--- src/btox_regs.vh ---
// Encodings, field positions, phase codes and PC/bank constants for the toggle/branch executor
`ifndef BTOX_REGS_VH
`define BTOX_REGS_VH
`define BTOX_OP_BIT_INVERT 4'h7
`define BTOX_OP_BRANCH_OVF 8'hE4
`define BTOX_OPC_HI 15
`define BTOX_OPC_LO 12
`define BTOX_BRA_HI 15
`define BTOX_BRA_LO 8
`define BTOX_BIT_HI 11
`define BTOX_BIT_LO 9
`define BTOX_BANK_SEL 8
`define BTOX_ADDR_HI 7
`define BTOX_ADDR_LO 0
`define BTOX_PC_STEP 21'h000002
`define BTOX_PC_RESET 21'h000000
`define BTOX_ACCESS_BANK 4'h0
`define BTOX_Q1 2'h0
`define BTOX_Q2 2'h1
`define BTOX_Q3 2'h2
`define BTOX_Q4 2'h3
`endif

--- src/btox_qphase.v ---
// Quarter-phase sequencer: one Q1..Q4 rotation per instruction cycle
`include "btox_regs.vh"
module btox_qphase (
	input wire sys_clk_i,
	input wire rst_i,
	output reg [1:0] q_o,
	output wire q4_o
);
	always @(posedge sys_clk_i or posedge rst_i) begin
		if (rst_i) begin
			q_o <= `BTOX_Q1;
		end else begin
			q_o <= q_o + 2'h1;
		end
	end
	assign q4_o = (q_o == `BTOX_Q4);
endmodule

--- src/btox_exec.v ---
// Executor for bit invert, branch on overflow and two-word skip idling
`include "btox_regs.vh"
// What this block does
// - Opcode 0111 inverts bit b of f
// - Bank bit 0 uses access bank
// - Branch decoded from upper byte E4, signed offset
// - Branch only when overflow flag set
// - Target is PC plus 2 plus 2n
// - Branch 1 cycle, taken 2 cycles
module btox_exec #(
	parameter PC_W = 21
) (
	input wire sys_clk_i,
	input wire rst_i,
	input wire [15:0] instr_i,
	input wire instr_valid_i,
	input wire skip_taken_i,
	input wire skip_two_word_i,
	input wire ovf_flag_i,
	input wire [3:0] bank_pointer_reg_i,
	input wire [7:0] dmem_rdata_i,
	output reg [PC_W-1:0] pc_o,
	output reg [11:0] dmem_addr_o,
	output reg dmem_rd_o,
	output reg [7:0] dmem_wdata_o,
	output reg dmem_we_o,
	output wire [1:0] qphase_o,
	output wire busy_o,
	output wire flags_we_o
);
	localparam ST_EXEC = 2'h0;
	localparam ST_IDLE2 = 2'h1;
	localparam ST_IDLE1 = 2'h2;
	reg [1:0] state_reg;
	reg [1:0] state_next;
	reg [15:0] ir_reg;
	reg [7:0] mod_reg;
	wire [1:0] q;
	wire q4;
	wire is_invert;
	wire is_bra;
	wire [PC_W-1:0] offset2;
	wire [PC_W-1:0] pc_plus;
	btox_qphase u_qphase (
		.sys_clk_i(sys_clk_i),
		.rst_i(rst_i),
		.q_o(q),
		.q4_o(q4)
	);
	assign qphase_o = q;
	assign is_invert = (state_reg == ST_EXEC) &&
		(ir_reg[`BTOX_OPC_HI:`BTOX_OPC_LO] == `BTOX_OP_BIT_INVERT);
	assign is_bra = (state_reg == ST_EXEC) &&
		(ir_reg[`BTOX_BRA_HI:`BTOX_BRA_LO] == `BTOX_OP_BRANCH_OVF);
	assign offset2 = {{(PC_W-9){ir_reg[7]}}, ir_reg[7:0], 1'b0};
	assign pc_plus = pc_o + `BTOX_PC_STEP;
	assign busy_o = (state_reg != ST_EXEC);
	assign flags_we_o = 1'b0;
	always @* begin
		state_next = state_reg;
		case (state_reg)
			ST_EXEC: begin
				if (q4) begin
					if (instr_valid_i && skip_taken_i && skip_two_word_i) begin
						state_next = ST_IDLE2;
					end else if (is_bra && ovf_flag_i) begin
						state_next = ST_IDLE1;
					end
				end
			end
			ST_IDLE2: begin
				if (q4) begin
					state_next = ST_IDLE1;
				end
			end
			ST_IDLE1: begin
				if (q4) begin
					state_next = ST_EXEC;
				end
			end
			default: begin
				state_next = ST_EXEC;
			end
		endcase
	end
	always @(posedge sys_clk_i or posedge rst_i) begin
		if (rst_i) begin
			state_reg <= ST_EXEC;
			ir_reg <= 16'h0000;
			mod_reg <= 8'h00;
			pc_o <= `BTOX_PC_RESET;
			dmem_addr_o <= 12'h000;
			dmem_rd_o <= 1'b0;
			dmem_wdata_o <= 8'h00;
			dmem_we_o <= 1'b0;
		end else begin
			state_reg <= state_next;
			dmem_rd_o <= 1'b0;
			dmem_we_o <= 1'b0;
			case (q)
				`BTOX_Q1: begin
					// Decode: latch the fetched word, idle cycles fetch nothing
					if (state_reg == ST_EXEC && instr_valid_i) begin
						ir_reg <= instr_i;
					end else begin
						ir_reg <= 16'h0000;
					end
				end
				`BTOX_Q2: begin
					if (is_invert) begin
						if (ir_reg[`BTOX_BANK_SEL]) begin
							dmem_addr_o <= {bank_pointer_reg_i, ir_reg[`BTOX_ADDR_HI:`BTOX_ADDR_LO]};
						end else begin
							dmem_addr_o <= {`BTOX_ACCESS_BANK, ir_reg[`BTOX_ADDR_HI:`BTOX_ADDR_LO]};
						end
						dmem_rd_o <= 1'b1;
					end
				end
				`BTOX_Q3: begin
					if (is_invert) begin
						mod_reg <= dmem_rdata_i ^
							(8'h01 << ir_reg[`BTOX_BIT_HI:`BTOX_BIT_LO]);
					end
				end
				`BTOX_Q4: begin
					if (is_invert) begin
						dmem_wdata_o <= mod_reg;
						dmem_we_o <= 1'b1;
					end
					if (is_bra && ovf_flag_i) begin
						pc_o <= pc_plus + offset2;
					end else if (state_reg == ST_EXEC && instr_valid_i) begin
						pc_o <= pc_plus;
					end
				end
				default: begin
					ir_reg <= ir_reg;
				end
			endcase
		end
	end
endmodule

--- config.mk ---
export PLATFORM = sky130hd
export DESIGN_NAME = btox_exec
export DESIGN_NICKNAME = d
export VERILOG_FILES = /design/src/btox_qphase.v /design/src/btox_exec.v
export VERILOG_INCLUDE_DIRS = /design/src
export SDC_FILE = /design/constraint.sdc
export NUM_CORES = 1
export LEC_CHECK = 0
export BUFFER_PORTS_ARGS = -buffer_cell sky130_fd_sc_hd__buf_4
export CAP_MARGIN = 0
export CORE_MARGIN = 2
export CORE_UTILIZATION = 45
export CTS_BUF_LIST = sky130_fd_sc_hd__clkbuf_4
export DETAILED_ROUTE_END_ITERATION = 10
export PLACE_DENSITY = 0.67
export REMOVE_ABC_BUFFERS = 1
export SETUP_SLACK_MARGIN = 0.02
export SYNTH_ARGS = -nofsm -noshare
export SYNTH_HDL_FRONTEND = slang
export SYNTH_SLANG_ARGS = --single-unit
export TNS_END_PERCENT = 30
--- constraint.sdc ---
create_clock -name sys_clk_i -period 4.45 [get_ports sys_clk_i]
set_input_delay 0.2225 -clock sys_clk_i [delete_from_list [all_inputs] [get_ports sys_clk_i]]
set_output_delay 0.2225 -clock sys_clk_i [all_outputs]
set_load 0.02 [all_outputs]
# ---- After elaboration in Yosys (flattened, before gate mapping)
# Index checks and enable logic that the tools add are counted.
dict set report totals {
  reg_bits 71
  inputBits 34
  output_inout_bits 47
  word_cells 53
}
dict set report classes {
  n_addsub 3
  eq_ne 11
  shifts 1
  muxes 13
  bitwise 1
  n_reduce_logical 15
}
# cell n
set op_table {}
lappend op_table {{$mux W21} 2}
lappend op_table {{$add A21 B2 Y21 const B} 1}
lappend op_table {{$add A21 B21 Y21} 1}
lappend op_table {{$mux W16} 1}
lappend op_table {{$mux W12} 1}
lappend op_table {{$mux W2} 5}
lappend op_table {{$eq A8 B8 Y1 const B} 1}
lappend op_table {{$reduce_and A2 Y1} 4}
lappend op_table {{$shl A1 B3 Y8 const A} 1}
lappend op_table {{$xor A8 B8 Y8} 1}
lappend op_table {{$eq A2 B2 Y1 const B} 3}
lappend op_table {{$logic_and A1 B1 Y1} 6}
lappend op_table {{$ne A2 B2 Y1 const B} 3}
lappend op_table {{$pmux W2 S3} 1}
lappend op_table {{$eq A2 B1 Y1 const B} 2}
lappend op_table {{$eq A4 B3 Y1 const B} 1}
lappend op_table {{$logic_not A2 Y1} 2}
lappend op_table {{$reduce_and A4 Y1} 1}
lappend op_table {{$reduce_bool A2 Y1} 2}
lappend op_table {{$mux W1} 3}
lappend op_table {{$ne A3 B1 Y1 const B} 1}
lappend op_table {{$add A2 B1 Y2 const B} 1}

# ---- Logic depth before layout (Yosys ltp)
# Gate-level depths: netlist of run 1.
dict set report logic_depth {
  depth_word 7
  depth_mapped 14
  ltp_nobuf 13
}

# ---- By module
# A second synthesis of run 1 with hierarchy kept.
dict set report unflattened {
  cells_unflattened 500
  hier_area_um2 4411.7
}
# module n_inst cells_per_inst area_each_um2 seq_area_each_um2
set by_module_without_submodules {}
lappend by_module_without_submodules {btox_exec 1 495 4341.7 1701.6}
lappend by_module_without_submodules {btox_qphase 1 5 70.1 50.0}

# ---- Worst setup path before layout of run 1
# OpenSTA, ideal clock, no wires.
dict set report synth_path {
  path_kind {register to register}
  startpoint {register pc_o[2]}
  endpoint {register pc_o[20]}
  setup_time_ns 0.131
  arrival_time_ns 2.991
  t_required_ns 4.319
  slack_ns 1.328
  path_stages_with_launch 14
  path_buffers 0
  synth_period_minus_slack_ns 3.122
  path_cell_list {dfrtp_1 ha_1 and4_1 and2_1 nand3_1 xnor2_1 ha_1 nand4_2 nor3_2 o211ai_1 a211o_1 a21oi_2 xor2_1 o31ai_1}
}
dict set report synth_via {
  elab_chain_len 3
  elab_cells_between_ends 4
  cone_classes {add/sub (2); mux (2)}
}
# item line
set synth_lines {}
lappend synth_lines {{start: declaration} btox_exec.v:22} ;# output reg [PC_W-1:0] pc_o,
lappend synth_lines {{start signal: assignment} btox_exec.v:91} ;# pc_o <= `BTOX_PC_RESET;
lappend synth_lines {{start signal: assignment} btox_exec.v:131} ;# pc_o <= pc_plus + offset2;
lappend synth_lines {{start signal: assignment} btox_exec.v:133} ;# pc_o <= pc_plus;
lappend synth_lines {{$add A21 B2 Y21 (no line) (*)} n/a}
lappend synth_lines {{$add A21 B21 Y21 or $mux W21 (tied branches)} {btox_exec.v:131, btox_exec.v:132}}
lappend synth_lines {{$mux W21 (*)} btox_exec.v:130} ;# if (is_bra && ovf_flag_i) begin
# Every way passes the cells marked *; elsewhere a longest branch is shown, timed or not. The select of a mux whose other input is x is not followed.
# A chain may end at the register's enable or synchronous reset.

# ---- Final worst setup path of run 1
dict set report layout_path {
  startpoint {register pc_o[1]}
  endpoint {register pc_o[20]}
}
# The elaborated chain is that of the path after synthesis.

==> flow_metrics.py, run 1 <==
metrics = {
    "sta": {
        "hold_viol_final": 0,
        "worst_pin_slew_ns": 1.15,
        "final_max_slew_viol_count": 0,
        "tns_ns": 0,
        "timing.final.crit_share_pct": 75.9,
        "slew_headroom_pct": 23.1,
        "rsz0062_at_grt": "no",
        "setup_viol": 0,
        "fin_skew_ns": 0.0130,
        "finalCriticalPeriod_ns": 3.38,
        "fmax_ghz": 0.296,
    },
    "power_and_ir_drop": {
        "p_comb_share_pct": 27.6,
        "p_int_mw": 1.05,
        "power.net_switching_mw": 0.555,
        "seqPwrFrac_pct": 45.9,
        "swShare_pct": 34.6,
        "p_per_area_nw_per_um2": 290,
        "clock_power_share_pct": 26.5,
        "p_leak_nw": 2.60,
        "vdd_ir_drop_max_uv": 212,
    },
    "cts": {
        "numCtsBuffers": 9,
        "cts.sinks": 70,
        "cts_resized": 0,
        "ctsRootBufferMaster": "clkbuf_4",
        "post_cts_buffers": 0,
        "worstSkewPairLatency_ns": 0.43,
        "clockBufferDepth": 2,
        "cts.clk_slew.worst_paths_ns": 0.13,
        "cts_htree_levels": 3,
        "cts_tree": "built",
        "ctsHoldBuffers": 18,
    },
    "placed_design": {
        "placed_cell_area_um2": 5210,
        "hpwl_um": 8200,
        "gp_congestion": 0.898,
        "io_buffers": 78,
    },
    "finish": {
        "fin_area_um2": 5530,
        "diodes": 0,
        "num-fill-cells": 917,
        "final_layout_size_suffix_gt1_share_pct": 18.5,
        "area_growth_syn_to_layout_pct": 21.5,
        "largest_reg_flops": 20,
        "nets": 685,
        "multi_input_area_um2": 2600,
        "seq_area_um2": 1750,
    },
    "worst_hold_path": {
        "hold_depth": 3,
        "min_from": "bank_pointer_reg_i[3]",
        "hold_path_end": "dmem_addr_o[11]$_DFFE_PP0P_",
        "hold_path.class": "in -> reg",
    },
    "yosys": {
        "yosysTopAreaCellShare_pct": 38.5,
        "synth_edf_count": 0,
        "syn_area_per_cell_um2": 8.51,
        "synth_common_cells": "80 x nand2_1, 70 x dfrtp_1, 68 x o21ai_0",
        "syn_inst": 535,
        "yosys_warnings": 0,
        "synthTopCellsByArea": "dfrtp_1 38%, ha_1 7.7%, o21ai_0 7.5%",
        "synth_cell_types": 52,
        "yosys.area.top_type": "dfrtp_1",
        "ys_ff_latch": 70,
        "ys_seq_area_share_pct": 38.5,
        "yosysMostFrequentCell": "nand2_1",
        "synth_top_flop_cell": "dfrtp_1",
        "synth-async-reset-ratio_pct": 100,
        "synth_area_um2": 4550,
    },
    "critical_path": {
        "r2r_setup_slack_ns": 1.07,
        "reg2reg_from": "pc_o[1]$_DFFE_PP0P_",
        "worstSetupStartpointType": "flip-flop",
        "crit_fanout": 6,
        "worstSetupPathType": "reg -> reg",
        "rr_worst_depth": 13,
        "reg2reg_to": "pc_o[20]$_DFFE_PP0P_",
        "worstPathRequired_ns": 4.80,
        "crit_arrival_ns": 3.73,
        "cp-end-kind": "flip-flop",
    },
    "grt": {
        "overflow": 0,
        "grt_max_degree": 45,
        "grtUsageTotal_pct": 21.8,
        "grt_first_pass_wirelength_um": 19300,
        "antenna_found_initial": 0,
        "grt_pass1_vias": 4068,
    },
    "flow_run": {
        "drv_cap": 0,
    },
    "floorplan": {
        "row_count": 36,
        "dieArea_um2": 10900,
        "core_um2": 9820,
        "start_util_pct": 46.4,
        "fp.dieH_um": 105,
        "die_w_um": 105,
        "io_pins": 81,
    },
    "outcome": {
        "status": "complete, no violations",
    },
    "route": {
        "first_pass_iters": 5,
        "drc": 0,
        "vias_per_cell": 5.35,
        "drt-initial-drc-count": 178,
        "vias": 4064,
        "drt-total-wl_um": 11500,
        "wl_per_cell_um": 15.1,
        "ant_nets": 0,
    },
}
## cell type report
| type | instances | area share (%) |
|---|---|---|
| tap | 133 | 3.01 |
| inverter | 27 | 1.83 |
| timing repair buffer | 97 | 14.0 |
| multi-input combinational | 417 | 47.0 |
| sequential | 70 | 31.7 |
| clock inverter | 7 | 1.33 |
| clock buffer | 9 | 1.22 |
## through the flow
step / util (%) / worst slack, ns / total power, mW / instances / hold WS, ns
after floorplan: - / 1.30 / 1.03 / 514 / 0.339
after global placement: 53.1 / 1.23 / 1.17 / 726 / 0.337
after detailed placement: 53.1 / 1.14 / 1.18 / 726 / 0.343
after CTS: 56.3 / 1.10 / 1.62 / 760 / 0.00342
after global routing: 56.3 / 0.729 / 1.70 / 760 / 0.0272
final: 56.3 / 1.07 / 1.60 / 760 / 0.0486
## per-layer routing
layer | global-route usage, % | routed length, um | vias up
li1 | - | - | 2062
met1 | 27.2 | 5140 | 1900
met2 | 37.1 | 5630 | 86
met3 | 3.74 | 498 | 16
met4 | 9.71 | 180 | 0
met5 | 0 | 0 | -
## layout by cell type (no fill, tap or decap), types with 3 or more instances in the layout
master          n
inv_1          26
nor2b_1         3
a21o_1          7
a21oi_1        42
clkinv_4        3
o21ai_0        68
o211ai_1        3
nand2_1        80
dlygate4sd3_1  18
o21a_1          6
nor2_1         26
dfrtp_1        70
nor3_2          3
o22ai_1         3
clkbuf_4        9
a31oi_1         5
nor4_1          5
buf_4          79
mux2_2          8
nand3_1        24
nor3_1          9
nand4_1         8
o21bai_1        3
ha_1           28
and3_1         11
and2_1          3
xnor2_1        25
xor2_1         16
## cells by family after synthesis
logic type	Yosys count	share of synthesized area, %
simple gates	186	20.1
compound gates	149	18.4
flops	70	38.5
buf+inv	49	4.53
xor+xnor	41	7.89
fa+ha+maj	29	8.13
mux	10	2.42
other cells	1	0.0824
## worst max-delay path by stage
stage | startpoint | end | slack, ns | depth (start not counted)
finish | pc_o[1]$_DFFE_PP0P_ | pc_o[20]$_DFFE_PP0P_ | 1.07 | 13
global route | pc_o[1]$_DFFE_PP0P_ | pc_o[20]$_DFFE_PP0P_ | 0.73 | 13
CTS | pc_o[1]$_DFFE_PP0P_ | pc_o[20]$_DFFE_PP0P_ | 1.10 | 13
detailed placement | pc_o[1]$_DFFE_PP0P_ | pc_o[20]$_DFFE_PP0P_ | 1.14 | 13
global placement | pc_o[1]$_DFFE_PP0P_ | pc_o[20]$_DFFE_PP0P_ | 1.23 | 13
floorplan | pc_o[2]$_DFFE_PP0P_ | pc_o[20]$_DFFE_PP0P_ | 1.30 | 13
## power by group through the flow
| stage | Sequential [mW] | Combinational, mW | Clock, mW |
|---|---|---|---|
| 3_5_place_dp | 0.748 | 0.430 | 0 |
| 2_1_floorplan | 0.771 | 0.258 | 0 |
| 6_report | 0.736 | 0.442 | 0.425 |
| 4_1_cts | 0.736 | 0.445 | 0.440 |
| 3_3_place_gp | 0.744 | 0.424 | 0 |
| 5_1_grt | 0.746 | 0.492 | 0.466 |
## critical path, cell delays in order (launching register included)
cell       delay [ns]
dfrtp_1          0.44
ha_1             0.30
and4_1           0.33
and2_1           0.19
nand3_1          0.16
xnor2_1          0.17
ha_1             0.36
a21oi_1          0.21
o21a_1           0.17
a2bb2oi_1        0.31
a211o_1          0.23
a21oi_2          0.07
xor2_1           0.19
o31ai_1          0.20
Power figures use the tool's default switching activity.
==> run 2: changes to the inputs <==
==> constraint.sdc (replaced) <==
create_clock -name sys_clk_i -period 3.3 [get_ports sys_clk_i]
set_input_delay 0.165 -clock sys_clk_i [delete_from_list [all_inputs] [get_ports sys_clk_i]]
set_output_delay 0.165 -clock sys_clk_i [all_outputs]
set_load 0.02 [all_outputs]
==> run 2 against run 1 <==
- clock-buffer cell count rose by 4
- clock power rose by 19%
- fmax rose by 7.7%
- total power rose by 36%
- global-route usage rose by 0.72 points
- critical path depth did not move
- setup slack got worse by 0.91 ns
- largest cell class unchanged
- largest power group unchanged
- highest routed layer unchanged
==> flow_metrics.py, run 2 (synthesized netlist as in run 1, its figures left out) <==
metrics = {
    "outcome": {
        "status": "complete, no violations",
    },
    "flow_run": {
        "drv_cap": 0,
    },
    "cts": {
        "ctsRootBufferMaster": "clkbuf_4",
        "cts.sinks": 70,
        "cts_htree_levels": 3,
        "clockBufferDepth": 2,
        "numCtsBuffers": 9,
        "cts_tree": "built",
        "worstSkewPairLatency_ns": 0.42,
        "cts.clk_slew.worst_paths_ns": 0.12,
    },
    "floorplan": {
        "dieArea_um2": 10900,
        "fp.dieH_um": 105,
        "io_pins": 81,
        "die_w_um": 105,
        "start_util_pct": 46.4,
        "core_um2": 9820,
        "row_count": 36,
    },
    "route": {
        "drc": 0,
        "vias": 4218,
        "drt-total-wl_um": 12100,
        "wl_per_cell_um": 15.5,
        "ant_nets": 0,
        "drt-initial-drc-count": 151,
        "vias_per_cell": 5.40,
        "first_pass_iters": 5,
    },
    "finish": {
        "largest_reg_flops": 20,
        "final_layout_size_suffix_gt1_share_pct": 24.4,
        "diodes": 0,
        "finish.utilization_pct": 58.7,
        "fin_area_um2": 5770,
        "area_growth_syn_to_layout_pct": 26.7,
        "nets": 706,
        "mostFrequentLayoutCells": "97 x buf_4, 77 x nand2_1, 66 x o21ai_0, 65 x dfrtp_1, 41 x a21oi_1",
        "num-fill-cells": 880,
        "final_common_cell": "buf_4",
    },
    "grt": {
        "grt_first_pass_wirelength_um": 19800,
        "grtUsageTotal_pct": 22.5,
        "overflow": 0,
        "grt_pass1_vias": 4128,
        "antenna_found_initial": 0,
        "grt_max_degree": 49,
    },
    "sta": {
        "timing.final.crit_share_pct": 95.1,
        "slew_headroom_pct": 30.2,
        "hold_viol_final": 0,
        "fin_skew_ns": 0.0105,
        "fmax_ghz": 0.319,
        "final_max_slew_viol_count": 0,
        "setup_viol": 0,
        "finalCriticalPeriod_ns": 3.14,
        "fin_ws_ns": 0.163,
        "worst_pin_slew_ns": 1.05,
    },
    "power_and_ir_drop": {
        "vdd_ir_drop_max_uv": 253,
        "p_leak_nw": 2.71,
        "p_per_area_nw_per_um2": 378,
    },
    "critical_path": {
        "worstSetupPathType": "reg -> reg",
        "worstSetupStartpointType": "flip-flop",
        "crit_fanout": 5,
        "reg2reg_from": "pc_o[1]$_DFFE_PP0P_",
        "reg2reg_to": "pc_o[20]$_DFFE_PP0P_",
        "r2r_setup_slack_ns": 0.16,
        "rr_worst_depth": 13,
        "cp-end-kind": "flip-flop",
        "worstPathRequired_ns": 3.57,
        "crit_path_start": "pc_o[1]$_DFFE_PP0P_",
        "cp-endpoint": "pc_o[20]$_DFFE_PP0P_",
        "crit_arrival_ns": 3.41,
    },
    "placed_design": {
        "hpwl_um": 8590,
        "gp_congestion": 0.944,
        "post-place-ws_ns": 0.0726,
        "io_buffers": 78,
        "placed_cell_area_um2": 5290,
    },
    "worst_hold_path": {
        "hold_path.class": "in -> reg",
    },
}
run 2: changes by cell type in the layout (fill, tap and decap cells not counted), moves of 3 or more:
| cell | previous run | this run |
|---|---|---|
| ha_2 | 0 | 4 |
| dfrtp_2 | 0 | 5 |
| clkbuf_4 | 9 | 13 |
| nand2_2 | 0 | 3 |
| dfrtp_1 | 70 | 65 |
| ha_1 | 28 | 24 |
| buf_4 | 79 | 97 |
| nand2_1 | 80 | 77 |
| dlygate4sd3_1 | 18 | 21 |
run 2: worst max-delay path, stage by stage (launching register included):
cell and delay (ns):
dfrtp_1 0.44, ha_1 0.20, and4_4 0.25, nand4_1 0.22, nor2_1 0.21, xor2_1 0.23
ha_1 0.32, a21o_1 0.22, a21oi_2 0.19, and2_2 0.20, a31oi_2 0.10, a21oi_2 0.17
xor2_1 0.16, o31ai_1 0.08
run 2: report_power, final:
| group | leakage (nW) | total (mW) | internal (mW) | switching (mW) |
|---|---|---|---|---|
| clock network | 0.0680 | 0.507 | 0.190 | 0.318 |
| logic | 1.76 | 0.688 | 0.310 | 0.378 |
| registers | 0.879 | 0.984 | 0.918 | 0.0651 |
| total | 2.71 | 2.18 | 1.42 | 0.761 |
run 2: cell type report:
cell class / instances / area (um2) / area share (%)
Multi-Input combinational cell: 417 / 2690 / 46.6
Timing Repair Buffer: 118 / 938 / 16.3
Clock buffer: 13 / 97.6 / 1.69
Inverter: 27 / 101 / 1.76
Clock inverter: 3 / 21.3 / 0.369
Sequential cell: 70 / 1760 / 30.5
Tap cell: 133 / 166 / 2.89
run 2: worst min-delay path by stage:
| stage | slack [ns] | end | cells after the start | start |
|---|---|---|---|---|
| global route | 0.01 | mod_reg[2]$_DFFE_PP0P_ | 3 | dmem_rdata_i[2] |
| finish | 0.03 | mod_reg[1]$_DFFE_PP0P_ | 3 | dmem_rdata_i[1] |
| floorplan | 0.28 | ir_reg[0]$_DFFE_PP0N_ | 2 | instr_i[0] |
| global placement | 0.37 | ir_reg[14]$_DFFE_PP0N_ | 3 | instr_i[14] |
| CTS | 0.0007 | state_reg[0]$_DFFE_PP0P_ | 3 | instr_valid_i |
| detailed placement | 0.37 | ir_reg[11]$_DFFE_PP0N_ | 3 | instr_i[11] |
run 2: through the flow:
stage / power (mW) / hold slack [ns] / setup TNS [ns] / instances
2_1_floorplan: 1.39 / 0.282 / 0 / 514
5_1_grt: 2.32 / 0.0137 / -0.0320 / 781
6_report: 2.18 / 0.0270 / 0 / 781
3_5_place_dp: 1.61 / 0.374 / 0 / 736
4_1_cts: 2.14 / 0.000712 / 0 / 773
3_3_place_gp: 1.59 / 0.371 / 0 / 736
run 2: layer usage:
metal	routed length, um	vias up	global-route usage [%]	part of all wire, %
met1	5230	1996	28.2	43
met3	648	15	4.37	5.4
li1	-	2102	-	-
met2	6040	105	39.0	50
met5	0	-	0	0
met4	179	0	7.33	1.5
run 2: what timing repair did:
| item | 4_1_cts | 5_1_grt |
|---|---|---|
| setup endpoints to repair | 0 | 5 |
| hold buffers | 21 | 0 |
| buffers inserted | 0 | 8 |
| gates resized for setup | 0 | 28 |
| endpoints found under the hold margin | 22 | 0 |
